--- config.mk ---
export PLATFORM = sky130hd
export DESIGN_NAME = light_sensor_register_access
export DESIGN_NICKNAME = d
export VERILOG_FILES = /design/src/logic/light_sensor_pkg.sv /design/src/logic/light_sensor_register_access.sv
export SDC_FILE = /design/constraint.sdc
export NUM_CORES = 1
export LEC_CHECK = 0
export ABC_AREA = 1
export BUFFER_PORTS_ARGS = -buffer_cell sky130_fd_sc_hd__buf_4
export CAP_MARGIN = 25
export CORE_MARGIN = 1.5
export CORE_UTILIZATION = 65
export CTS_BUF_LIST = sky130_fd_sc_hd__clkbuf_8
export CTS_CLUSTER_DIAMETER = 200
export CTS_CLUSTER_SIZE = 12
export DETAILED_ROUTE_END_ITERATION = 10
export PLACE_DENSITY = 0.95
export REMOVE_ABC_BUFFERS = 1
export SETUP_SLACK_MARGIN = 0.4
export SYNTH_ARGS = -nofsm -noshare
export SYNTH_HDL_FRONTEND = slang
export SYNTH_SLANG_ARGS = --single-unit
--- constraint.sdc ---
create_clock -name ref_clk -period 4.8 [get_ports ref_clk]
set_input_delay 0.96 -clock ref_clk [delete_from_list [all_inputs] [get_ports ref_clk]]
set_output_delay 0.96 -clock ref_clk [all_outputs]
set_load 0.02 [all_outputs]
--- src/logic/light_sensor_pkg.sv ---
// Overview of operation
// - registers reachable only over two-wire serial bus
// - command write selects target of later transfers
// - command write may issue special function instead
// - type 01 normal; 00 and 10 reserved
// - answer at 0x29 and also 0x28
// - control enable at 0x00, resets 0x00
// - gain and timing setup at 0x01, resets zero
// - filtered limits 0x04-0x07, read-write, reset zero
// - direct limits 0x08-0x0b, read-write, reset zero
// - repeat count filter at 0x0c, resets zero
// - channel counts 0x14-0x17, read-only, reset zero
// - type 11 marks low field special code
// - bits 4:0 carry address or special code
// - codes force, clear filtered, both, direct
package light_sensor_pkg;

  // ----------------------------------------
  // bus addressing and command layout
  // ----------------------------------------
  localparam logic [6:0] PRIMARY_ADDR = 7'h29;
  localparam logic [6:0] SECONDARY_ADDR = 7'h28;
  localparam int CMD_SELECT_BIT = 7;
  localparam int TXN_MSB = 6;
  localparam int TXN_LSB = 5;
  localparam int CODE_MSB = 4;
  localparam logic [1:0] TXN_NORMAL = 2'h1;
  localparam logic [1:0] TXN_SPECIAL = 2'h3;
  localparam logic [4:0] SF_FORCE_INT = 5'h04;
  localparam logic [4:0] SF_CLEAR_FILTERED = 5'h06;
  localparam logic [4:0] SF_CLEAR_BOTH = 5'h07;
  localparam logic [4:0] SF_CLEAR_DIRECT = 5'h0a;
  localparam logic [3:0] BITS_PER_BYTE = 4'h8;

  // ----------------------------------------
  // register offsets
  // ----------------------------------------
  localparam logic [4:0] OFF_CONTROL_ENABLE = 5'h00;
  localparam logic [4:0] OFF_GAIN_TIMING = 5'h01;
  localparam logic [4:0] OFF_FILT_LOW_LO = 5'h04;
  localparam logic [4:0] OFF_FILT_LOW_HI = 5'h05;
  localparam logic [4:0] OFF_FILT_HIGH_LO = 5'h06;
  localparam logic [4:0] OFF_FILT_HIGH_HI = 5'h07;
  localparam logic [4:0] OFF_DIRECT_LOW_LO = 5'h08;
  localparam logic [4:0] OFF_DIRECT_LOW_HI = 5'h09;
  localparam logic [4:0] OFF_DIRECT_HIGH_LO = 5'h0a;
  localparam logic [4:0] OFF_DIRECT_HIGH_HI = 5'h0b;
  localparam logic [4:0] OFF_REPEAT_FILTER = 5'h0c;
  localparam logic [4:0] OFF_PACKAGE_ID = 5'h11;
  localparam logic [4:0] OFF_PART_ID = 5'h12;
  localparam logic [4:0] OFF_STATUS = 5'h13;
  localparam logic [4:0] OFF_BROADBAND_LO = 5'h14;
  localparam logic [4:0] OFF_BROADBAND_HI = 5'h15;
  localparam logic [4:0] OFF_INFRARED_LO = 5'h16;
  localparam logic [4:0] OFF_INFRARED_HI = 5'h17;
  localparam int RW_LAST = 12;

  // ----------------------------------------
  // status layout and reset values
  // ----------------------------------------
  localparam int STAT_VALID_BIT = 0;
  localparam int STAT_FILTERED_BIT = 4;
  localparam int STAT_DIRECT_BIT = 5;
  localparam logic [7:0] RESET_BYTE = 8'h00;
  localparam logic [4:0] PTR_RESET = 5'h00;

  typedef struct packed {
    logic [7:0] control_enable;
    logic [7:0] gain_timing_setup;
    logic [15:0] filtered_low_limit;
    logic [15:0] filtered_high_limit;
    logic [15:0] direct_low_limit;
    logic [15:0] direct_high_limit;
    logic [7:0] repeat_count_filter;
  } setup_t;

  typedef struct packed {
    logic [15:0] broadband_channel;
    logic [15:0] infrared_channel;
  } counts_t;

  typedef enum {
    ST_IDLE, ST_ADDR, ST_ADDR_ACK, ST_WRITE, ST_WR_ACK, ST_READ, ST_RD_ACK
  } bus_state_t;

endpackage

--- src/logic/light_sensor_register_access.sv ---
`timescale 1ns/100ps
module light_sensor_register_access #(
  // identity values are arbitrary
  parameter logic [7:0] PACKAGE_ID = 8'h00,
  parameter logic [7:0] PART_ID = 8'h5a
) (
  input wire logic ref_clk,
  input wire logic nrst,
  input wire logic scl_i,
  input wire logic sda_i,
  output logic sda_o,
  output logic sda_oe,
  input wire logic result_load,
  input wire light_sensor_pkg::counts_t counts_in,
  input wire logic filtered_event,
  input wire logic direct_event,
  output light_sensor_pkg::setup_t setup_out,
  output logic filtered_int,
  output logic direct_int,
  output logic result_valid
);

  // ----------------------------------------
  // declarations
  // ----------------------------------------
  logic scl_s1, scl_s2, scl_s3;
  logic sda_s1, sda_s2, sda_s3;
  logic scl_rise, scl_fall, start_seen, stop_seen;
  light_sensor_pkg::bus_state_t state;
  logic [3:0] bit_cnt;
  logic [7:0] rx_shift;
  logic [7:0] tx_shift;
  logic read_mode, first_byte, from_secondary, master_ack;
  logic addr_hit, load_pulse, wr_strobe, wr_is_cmd;
  logic cmd_normal, cmd_special, data_wr;
  logic [4:0] ptr_reg;
  logic [7:0] rd_now;
  logic [7:0] rw_mem [0:light_sensor_pkg::RW_LAST];
  light_sensor_pkg::counts_t counts_reg;
  logic [4:0] sf_code;

  // ----------------------------------------
  // decode helpers
  // ----------------------------------------
  function automatic logic is_rw(input logic [4:0] off);
    is_rw = (off <= light_sensor_pkg::OFF_REPEAT_FILTER) &&
            !(off > light_sensor_pkg::OFF_GAIN_TIMING && off < light_sensor_pkg::OFF_FILT_LOW_LO);
  endfunction

  function automatic logic [7:0] read_byte(input logic [4:0] off);
    read_byte = light_sensor_pkg::RESET_BYTE;
    if (is_rw(off)) begin
      read_byte = rw_mem[off[3:0]];
    end else begin
      case (off)
        light_sensor_pkg::OFF_PACKAGE_ID: read_byte = PACKAGE_ID;
        light_sensor_pkg::OFF_PART_ID: read_byte = PART_ID;
        light_sensor_pkg::OFF_STATUS: begin
          read_byte[light_sensor_pkg::STAT_VALID_BIT] = result_valid;
          read_byte[light_sensor_pkg::STAT_FILTERED_BIT] = filtered_int;
          read_byte[light_sensor_pkg::STAT_DIRECT_BIT] = direct_int;
        end
        light_sensor_pkg::OFF_BROADBAND_LO: read_byte = counts_reg.broadband_channel[7:0];
        light_sensor_pkg::OFF_BROADBAND_HI: read_byte = counts_reg.broadband_channel[15:8];
        light_sensor_pkg::OFF_INFRARED_LO: read_byte = counts_reg.infrared_channel[7:0];
        light_sensor_pkg::OFF_INFRARED_HI: read_byte = counts_reg.infrared_channel[15:8];
        default: read_byte = light_sensor_pkg::RESET_BYTE;
      endcase
    end
  endfunction

  // ----------------------------------------
  // pin synchronisers and bus conditions
  // ----------------------------------------
  always_ff @(posedge ref_clk or negedge nrst) begin
    if (!nrst) begin
      scl_s1 <= 1'b1;
      scl_s2 <= 1'b1;
      scl_s3 <= 1'b1;
      sda_s1 <= 1'b1;
      sda_s2 <= 1'b1;
      sda_s3 <= 1'b1;
    end else begin
      scl_s1 <= scl_i;
      scl_s2 <= scl_s1;
      scl_s3 <= scl_s2;
      sda_s1 <= sda_i;
      sda_s2 <= sda_s1;
      sda_s3 <= sda_s2;
    end
  end

  assign scl_rise = scl_s2 & ~scl_s3;
  assign scl_fall = ~scl_s2 & scl_s3;
  assign start_seen = scl_s2 & scl_s3 & sda_s3 & ~sda_s2;
  assign stop_seen = scl_s2 & scl_s3 & ~sda_s3 & sda_s2;
  // open drain: only ever pulls low
  assign sda_o = 1'b0;

  // ----------------------------------------
  // serial bus slave
  // ----------------------------------------
  // the only path to the register map runs through this slave
  assign addr_hit = (rx_shift[7:1] == light_sensor_pkg::PRIMARY_ADDR) ||
                    (rx_shift[7:1] == light_sensor_pkg::SECONDARY_ADDR);
  assign rd_now = read_byte(ptr_reg);
  assign load_pulse = scl_fall && !start_seen && !stop_seen &&
                      ((state == light_sensor_pkg::ST_ADDR_ACK && read_mode) ||
                       (state == light_sensor_pkg::ST_RD_ACK && master_ack));
  assign wr_strobe = scl_fall && !start_seen && !stop_seen &&
                     state == light_sensor_pkg::ST_WRITE &&
                     bit_cnt == light_sensor_pkg::BITS_PER_BYTE;
  // only the first byte with its top bit set is a command
  assign wr_is_cmd = first_byte && rx_shift[light_sensor_pkg::CMD_SELECT_BIT];

  always_ff @(posedge ref_clk or negedge nrst) begin
    if (!nrst) begin
      state <= light_sensor_pkg::ST_IDLE;
      bit_cnt <= 4'h0;
      rx_shift <= 8'h00;
      tx_shift <= 8'h00;
      sda_oe <= 1'b0;
      read_mode <= 1'b0;
      first_byte <= 1'b0;
      from_secondary <= 1'b0;
      master_ack <= 1'b0;
    end else if (start_seen) begin
      state <= light_sensor_pkg::ST_ADDR;
      bit_cnt <= 4'h0;
      sda_oe <= 1'b0;
      first_byte <= 1'b1;
    end else if (stop_seen) begin
      state <= light_sensor_pkg::ST_IDLE;
      sda_oe <= 1'b0;
    end else begin
      case (state)
        light_sensor_pkg::ST_ADDR: begin
          if (scl_rise) begin
            rx_shift <= {rx_shift[6:0], sda_s2};
            bit_cnt <= bit_cnt + 4'h1;
          end else if (scl_fall && bit_cnt == light_sensor_pkg::BITS_PER_BYTE) begin
            bit_cnt <= 4'h0;
            if (addr_hit) begin
              state <= light_sensor_pkg::ST_ADDR_ACK;
              sda_oe <= 1'b1;
              read_mode <= rx_shift[0];
              from_secondary <= rx_shift[7:1] == light_sensor_pkg::SECONDARY_ADDR;
            end else begin
              state <= light_sensor_pkg::ST_IDLE;
            end
          end
        end
        light_sensor_pkg::ST_ADDR_ACK: begin
          if (scl_fall) begin
            if (read_mode) begin
              tx_shift <= rd_now;
              sda_oe <= ~rd_now[7];
              state <= light_sensor_pkg::ST_READ;
            end else begin
              sda_oe <= 1'b0;
              state <= light_sensor_pkg::ST_WRITE;
            end
          end
        end
        light_sensor_pkg::ST_WRITE: begin
          if (scl_rise) begin
            rx_shift <= {rx_shift[6:0], sda_s2};
            bit_cnt <= bit_cnt + 4'h1;
          end else if (scl_fall && bit_cnt == light_sensor_pkg::BITS_PER_BYTE) begin
            bit_cnt <= 4'h0;
            sda_oe <= 1'b1;
            first_byte <= 1'b0;
            state <= light_sensor_pkg::ST_WR_ACK;
          end
        end
        light_sensor_pkg::ST_WR_ACK: begin
          if (scl_fall) begin
            sda_oe <= 1'b0;
            state <= light_sensor_pkg::ST_WRITE;
          end
        end
        light_sensor_pkg::ST_READ: begin
          if (scl_rise) begin
            bit_cnt <= bit_cnt + 4'h1;
          end else if (scl_fall) begin
            if (bit_cnt == light_sensor_pkg::BITS_PER_BYTE) begin
              bit_cnt <= 4'h0;
              sda_oe <= 1'b0;
              state <= light_sensor_pkg::ST_RD_ACK;
            end else begin
              tx_shift <= {tx_shift[6:0], 1'b0};
              sda_oe <= ~tx_shift[6];
            end
          end
        end
        light_sensor_pkg::ST_RD_ACK: begin
          if (scl_rise) begin
            master_ack <= ~sda_s2;
          end else if (scl_fall) begin
            if (master_ack) begin
              tx_shift <= rd_now;
              sda_oe <= ~rd_now[7];
              state <= light_sensor_pkg::ST_READ;
            end else begin
              state <= light_sensor_pkg::ST_IDLE;
            end
          end
        end
        default: begin
          state <= light_sensor_pkg::ST_IDLE;
        end
      endcase
    end
  end

  // ----------------------------------------
  // command decode and pointer
  // ----------------------------------------
  assign sf_code = rx_shift[light_sensor_pkg::CODE_MSB:0];
  assign cmd_normal = wr_strobe && wr_is_cmd &&
    rx_shift[light_sensor_pkg::TXN_MSB:light_sensor_pkg::TXN_LSB] ==
    light_sensor_pkg::TXN_NORMAL;
  assign cmd_special = wr_strobe && wr_is_cmd &&
    rx_shift[light_sensor_pkg::TXN_MSB:light_sensor_pkg::TXN_LSB] ==
    light_sensor_pkg::TXN_SPECIAL;
  // secondary address is a read path; its data writes are dropped
  assign data_wr = wr_strobe && !wr_is_cmd && !from_secondary;

  always_ff @(posedge ref_clk or negedge nrst) begin
    if (!nrst) begin
      ptr_reg <= light_sensor_pkg::PTR_RESET;
    end else if (cmd_normal) begin
      ptr_reg <= sf_code;
    end else if (data_wr || load_pulse) begin
      ptr_reg <= ptr_reg + 5'h01;
    end
  end

  // ----------------------------------------
  // read-write register file
  // ----------------------------------------
  genvar gi;
  generate
    for (gi = 0; gi <= light_sensor_pkg::RW_LAST; gi++) begin : g_rw
      always_ff @(posedge ref_clk or negedge nrst) begin
        if (!nrst) begin
          rw_mem[gi] <= light_sensor_pkg::RESET_BYTE;
        end else if (data_wr && is_rw(ptr_reg) && ptr_reg == 5'(gi)) begin
          rw_mem[gi] <= rx_shift;
        end
      end
    end
  endgenerate

  assign setup_out.control_enable = rw_mem[light_sensor_pkg::OFF_CONTROL_ENABLE[3:0]];
  assign setup_out.gain_timing_setup = rw_mem[light_sensor_pkg::OFF_GAIN_TIMING[3:0]];
  assign setup_out.filtered_low_limit = {rw_mem[light_sensor_pkg::OFF_FILT_LOW_HI[3:0]],
                                         rw_mem[light_sensor_pkg::OFF_FILT_LOW_LO[3:0]]};
  assign setup_out.filtered_high_limit = {rw_mem[light_sensor_pkg::OFF_FILT_HIGH_HI[3:0]],
                                          rw_mem[light_sensor_pkg::OFF_FILT_HIGH_LO[3:0]]};
  assign setup_out.direct_low_limit = {rw_mem[light_sensor_pkg::OFF_DIRECT_LOW_HI[3:0]],
                                       rw_mem[light_sensor_pkg::OFF_DIRECT_LOW_LO[3:0]]};
  assign setup_out.direct_high_limit = {rw_mem[light_sensor_pkg::OFF_DIRECT_HIGH_HI[3:0]],
                                        rw_mem[light_sensor_pkg::OFF_DIRECT_HIGH_LO[3:0]]};
  assign setup_out.repeat_count_filter = rw_mem[light_sensor_pkg::OFF_REPEAT_FILTER[3:0]];

  // ----------------------------------------
  // conversion results and status
  // ----------------------------------------
  // both channels captured together so a pair is never torn
  always_ff @(posedge ref_clk or negedge nrst) begin
    if (!nrst) begin
      counts_reg <= '0;
      result_valid <= 1'b0;
    end else if (result_load) begin
      counts_reg <= counts_in;
      result_valid <= 1'b1;
    end
  end

  // event set wins over a clearing command in the same cycle
  always_ff @(posedge ref_clk or negedge nrst) begin
    if (!nrst) begin
      filtered_int <= 1'b0;
    end else if (filtered_event ||
                 (cmd_special && sf_code == light_sensor_pkg::SF_FORCE_INT)) begin
      filtered_int <= 1'b1;
    end else if (cmd_special && (sf_code == light_sensor_pkg::SF_CLEAR_FILTERED ||
                                 sf_code == light_sensor_pkg::SF_CLEAR_BOTH)) begin
      filtered_int <= 1'b0;
    end
  end

  always_ff @(posedge ref_clk or negedge nrst) begin
    if (!nrst) begin
      direct_int <= 1'b0;
    end else if (direct_event ||
                 (cmd_special && sf_code == light_sensor_pkg::SF_FORCE_INT)) begin
      direct_int <= 1'b1;
    end else if (cmd_special && (sf_code == light_sensor_pkg::SF_CLEAR_DIRECT ||
                                 sf_code == light_sensor_pkg::SF_CLEAR_BOTH)) begin
      direct_int <= 1'b0;
    end
  end
endmodule

==> impl_summary.log <==
INFO  metric report.power.total = ~2.8 mW
INFO  metric int_power = 2.161 mW
INFO  metric post_synth_main_area_contributors = sky130_fd_sc_hd__dfrtp_1, sky130_fd_sc_hd__nand2_1, sky130_fd_sc_hd__o21ai_0
INFO  metric syn_area = 9583 um^2
INFO  metric switching_share = a little under a quarter
INFO  metric place.gp.congestion = 0.9037
INFO  metric synth_area_leader_cell = sky130_fd_sc_hd__dfrtp_1
INFO  metric ys_warn_count = 0
INFO  metric drt_first_pass_iters = 7
INFO  metric pwr-share-seq = approximately 55%
INFO  metric achievable-frequency = 258.4 MHz
INFO  metric numCtsBuffers = 17
INFO  metric cts_sinks = 177
INFO  metric dieArea = 15480 um^2
INFO  metric final_net_count = ~1300
INFO  metric worst_setup_path_start_kind = flop
INFO  metric cts_tree = built
INFO  metric core_region_area = 14480 um^2
INFO  metric final_cell_mix = sky130_fd_sc_hd__nand2_1, sky130_fd_sc_hd__dfrtp_1, sky130_fd_sc_hd__o21ai_0
INFO  metric power.net_switching = between 0.6 and 0.7 mW
INFO  metric global_route.overflow_total = 0
INFO  metric cp_data_arrival_time = ~4.2 ns
INFO  metric worst-endpoint-required = just over 5 ns
INFO  metric critPathSlowestCell = sky130_fd_sc_hd__dfrtp_2
INFO  metric dp.final_hpwl = 16380 um
INFO  metric post-cts-setup-buffer-count = 0
INFO  metric synth.top_cell.area_share = between 40% and 50%
INFO  metric port_buffers = 130
INFO  metric avgSynthCellArea = between 7 and 8 um^2
INFO  metric route.final.wire_length = roughly 24000 um
INFO  metric grt_setup_unrepaired = no
INFO  metric slew_violations = 0
INFO  metric post_cts_resized = 0
INFO  metric initial_core_utilization = 66.19%
INFO  metric worstSetupEndpointType = flop
INFO  metric cts_hold_buf = 0
INFO  metric skew = ~0.017 ns
INFO  metric setup_tns = 0 ns
INFO  metric timing.slew.headroom = a little under 30%
INFO  metric vias_in_the_first_global_route = around 8000
INFO  metric grt_util_all_layers = between 30 and 40%
INFO  metric min_period = around 3.9 ns
INFO  metric crit_path_max_incr_delay = 0.78 ns
INFO  metric tightest_slew = around 1.1 ns
INFO  metric route.detailed.drc = 0
INFO  metric yosys_register_bits = around 180
INFO  metric fillers = 1048
INFO  metric root_buffer = sky130_fd_sc_hd__clkbuf_8
INFO  metric grt_start_max_net_pins = around 110
INFO  metric setup_viol = 0
INFO  metric die-width = between 100 and 150 um
INFO  metric period_share = between 80% and 90%
INFO  metric leak_pwr = roughly 5.0 nW
INFO  metric fp.dieH = 124.4 um
INFO  metric cp_max_fo = 60
INFO  metric comb_power_share = between 5 and 6%
INFO  metric clock_path_buffers = 2
INFO  metric hp-class = primary input to asynchronous set/reset pin
INFO  metric ff2ff_setup_slack = about 0.93 ns
INFO  metric antenna_left = 0
INFO  metric run_status = complete, no violations
INFO  metric n_diodes = 0
INFO  metric drtIter0Drc = between 900 and 1000
INFO  metric power_density = 273.3 nW/um^2
INFO  metric mostFrequentLayoutCell = sky130_fd_sc_hd__nand2_1
INFO  metric p_clk_share = around 40%
INFO  metric timing_worst_setup_path_type = flop to flop
INFO  metric syn-instance-count = roughly 1200
INFO  metric grt_first_pass_wirelength = about 38000 um
INFO  metric worstPathCellList = inv_2 > ha_1 > o21ai_2 > nor2_4 > inv_2 > nor2_4 > nand4_1 > o21ai_0
INFO  metric std_cell_rows = 44
INFO  metric largest_register_ffs = between 80 and 90
INFO  metric seq_area_frac_synth = a little under half
INFO  metric avg_wl_per_cell = 16.68 um
INFO  metric routed-via-count = 8233
INFO  metric post_synth_num_cell_types = 37
INFO  metric clk-insertion-delay-late = around 0.48 ns
INFO  metric route.detailed.vias_per_inst = slightly below 6
INFO  metric max-vdd-ir-drop = between 0.00015 and 0.0002 V
INFO  metric final_layout_size_suffix_gt1_share = ~17%
INFO  metric io_pins = between 100 and 150
INFO  metric hold_viol = 0
INFO  metric max_cap_violations = 0
INFO  metric clkTransAtPathRegs = about 0.090 ns
INFO  metric antenna_found_initial = 0
INFO  metric layout-area-overhead-vs-synth = 7.887%
INFO  metric htree_num_levels = 4
==> final timing paths <==
path / from / endpoint / cells past startpoint
max in group asynchronous: nrst / setup_out[22] / 3
setup / recovery: ptr_reg[0] / setup_out[24] / 8
min in group ref_clk: sda_s1 / sda_s2 / 0
setup reg to reg: ptr_reg[0] / setup_out[24] / 8
hold / removal: nrst / counts_reg[2] / 1
hold reg to reg: sda_s1 / sda_s2 / 0
==> synth_stat cells <==
library cell               count
sky130_fd_sc_hd__nand2_1     369
sky130_fd_sc_hd__dfrtp_1     171
sky130_fd_sc_hd__o21ai_0     167
sky130_fd_sc_hd__inv_1       102
sky130_fd_sc_hd__buf_4        90
sky130_fd_sc_hd__nor2_1       82
sky130_fd_sc_hd__nand3_1      60
sky130_fd_sc_hd__clkbuf_1     33
sky130_fd_sc_hd__mux2_2       15
sky130_fd_sc_hd__o21ai_1      15
sky130_fd_sc_hd__buf_2        11
sky130_fd_sc_hd__ha_1         10
sky130_fd_sc_hd__nand4_1      10
sky130_fd_sc_hd__a21oi_1       9
sky130_fd_sc_hd__nor3_1        9
sky130_fd_sc_hd__buf_6         7
sky130_fd_sc_hd__nand4_4       7
sky130_fd_sc_hd__o22ai_1       7
sky130_fd_sc_hd__dfstp_2       6
sky130_fd_sc_hd__or2_2         6
sky130_fd_sc_hd__o211ai_1      4
sky130_fd_sc_hd__xor2_1        4
sky130_fd_sc_hd__inv_2         3
sky130_fd_sc_hd__nor2_4        3
sky130_fd_sc_hd__nand3_4       2
sky130_fd_sc_hd__nand3b_1      2
sky130_fd_sc_hd__nor3b_1       2
sky130_fd_sc_hd__a21o_1        1
sky130_fd_sc_hd__buf_1         1
sky130_fd_sc_hd__buf_12        1
sky130_fd_sc_hd__clkinv_1      1
sky130_fd_sc_hd__conb_1        1
sky130_fd_sc_hd__nand2_2       1
sky130_fd_sc_hd__nor2_2        1
sky130_fd_sc_hd__nor4_1        1
sky130_fd_sc_hd__o21ai_2       1
sky130_fd_sc_hd__o31ai_1       1
==> routing by layer <==
| metal | wire, um | track usage, % | share of wire [%] |
|---|---|---|---|
| met5 | 0 | 0 | 0 |
| met4 | 936 | 14.87 | 3.9 |
| met3 | 1892 | 7.088 | 8.0 |
| met2 | 11370 | 48.48 | 48 |
| met1 | 9568 | 40.92 | 40 |
==> kinds of logic after synthesis <==
group / after synthesis / share of synthesized area (%)
fa+ha+maj: 10 / 1.306
flops: 177 / 46.30
buf+inv: 249 / 14.14
simple gates: 555 / 25.09
other cells: 1 / 0.03913
mux: 15 / 1.763
compound gates: 205 / 10.99
xor+xnor: 4 / 0.3655
==> layout make-up <==
cell class	instances	area, um^2	area share, %
clock buffer	18	247.7	2.396
clock inverter	14	188.9	1.827
inverter	106	397.9	3.848
multi-input combinational	790	3791	36.67
sequential	177	4438	42.93
tap	184	230.2	2.227
timing repair buffer	136	1045	10.11
==> power by group through the flow <==
| stage | sequential, mW | combinational [mW] | clock, mW |
|---|---|---|---|
| after floorplan | 1.57 | 0.0587 | 0 |
| after global placement | 1.58 | 0.139 | 0 |
| after detailed placement | 1.58 | 0.143 | 0 |
| after CTS | 1.55 | 0.144 | 1.13 |
| after global routing | 1.55 | 0.164 | 1.19 |
| final | 1.55 | 0.146 | 1.13 |
==> worst max-delay path, delay by kind of cell, from the launching register on <==
| kind | cells | cell delay, ns |
|---|---|---|
| flops | 1 | 0.78 |
| fa+ha+maj | 1 | 0.39 |
| compound gates | 2 | 0.53 |
| buf+inv | 2 | 0.56 |
| simple gates | 3 | 1.45 |
==> per-stage QoR <==
stage                     hold slack [ns]  cells  utilization [%]  cell area [um^2]  worst slack, ns
after floorplan                    0.3452   1073                -              8626            1.381
after global placement             0.3468   1392            68.20              9874            1.309
after detailed placement           0.3494   1392            68.20              9874            1.085
after CTS                          0.3621   1424            71.21             10310            1.047
after global routing               0.2369   1425            71.41             10340           0.7105
final                              0.2534   1425            71.41             10340           0.9296
Power figures use the tool's default switching activity.
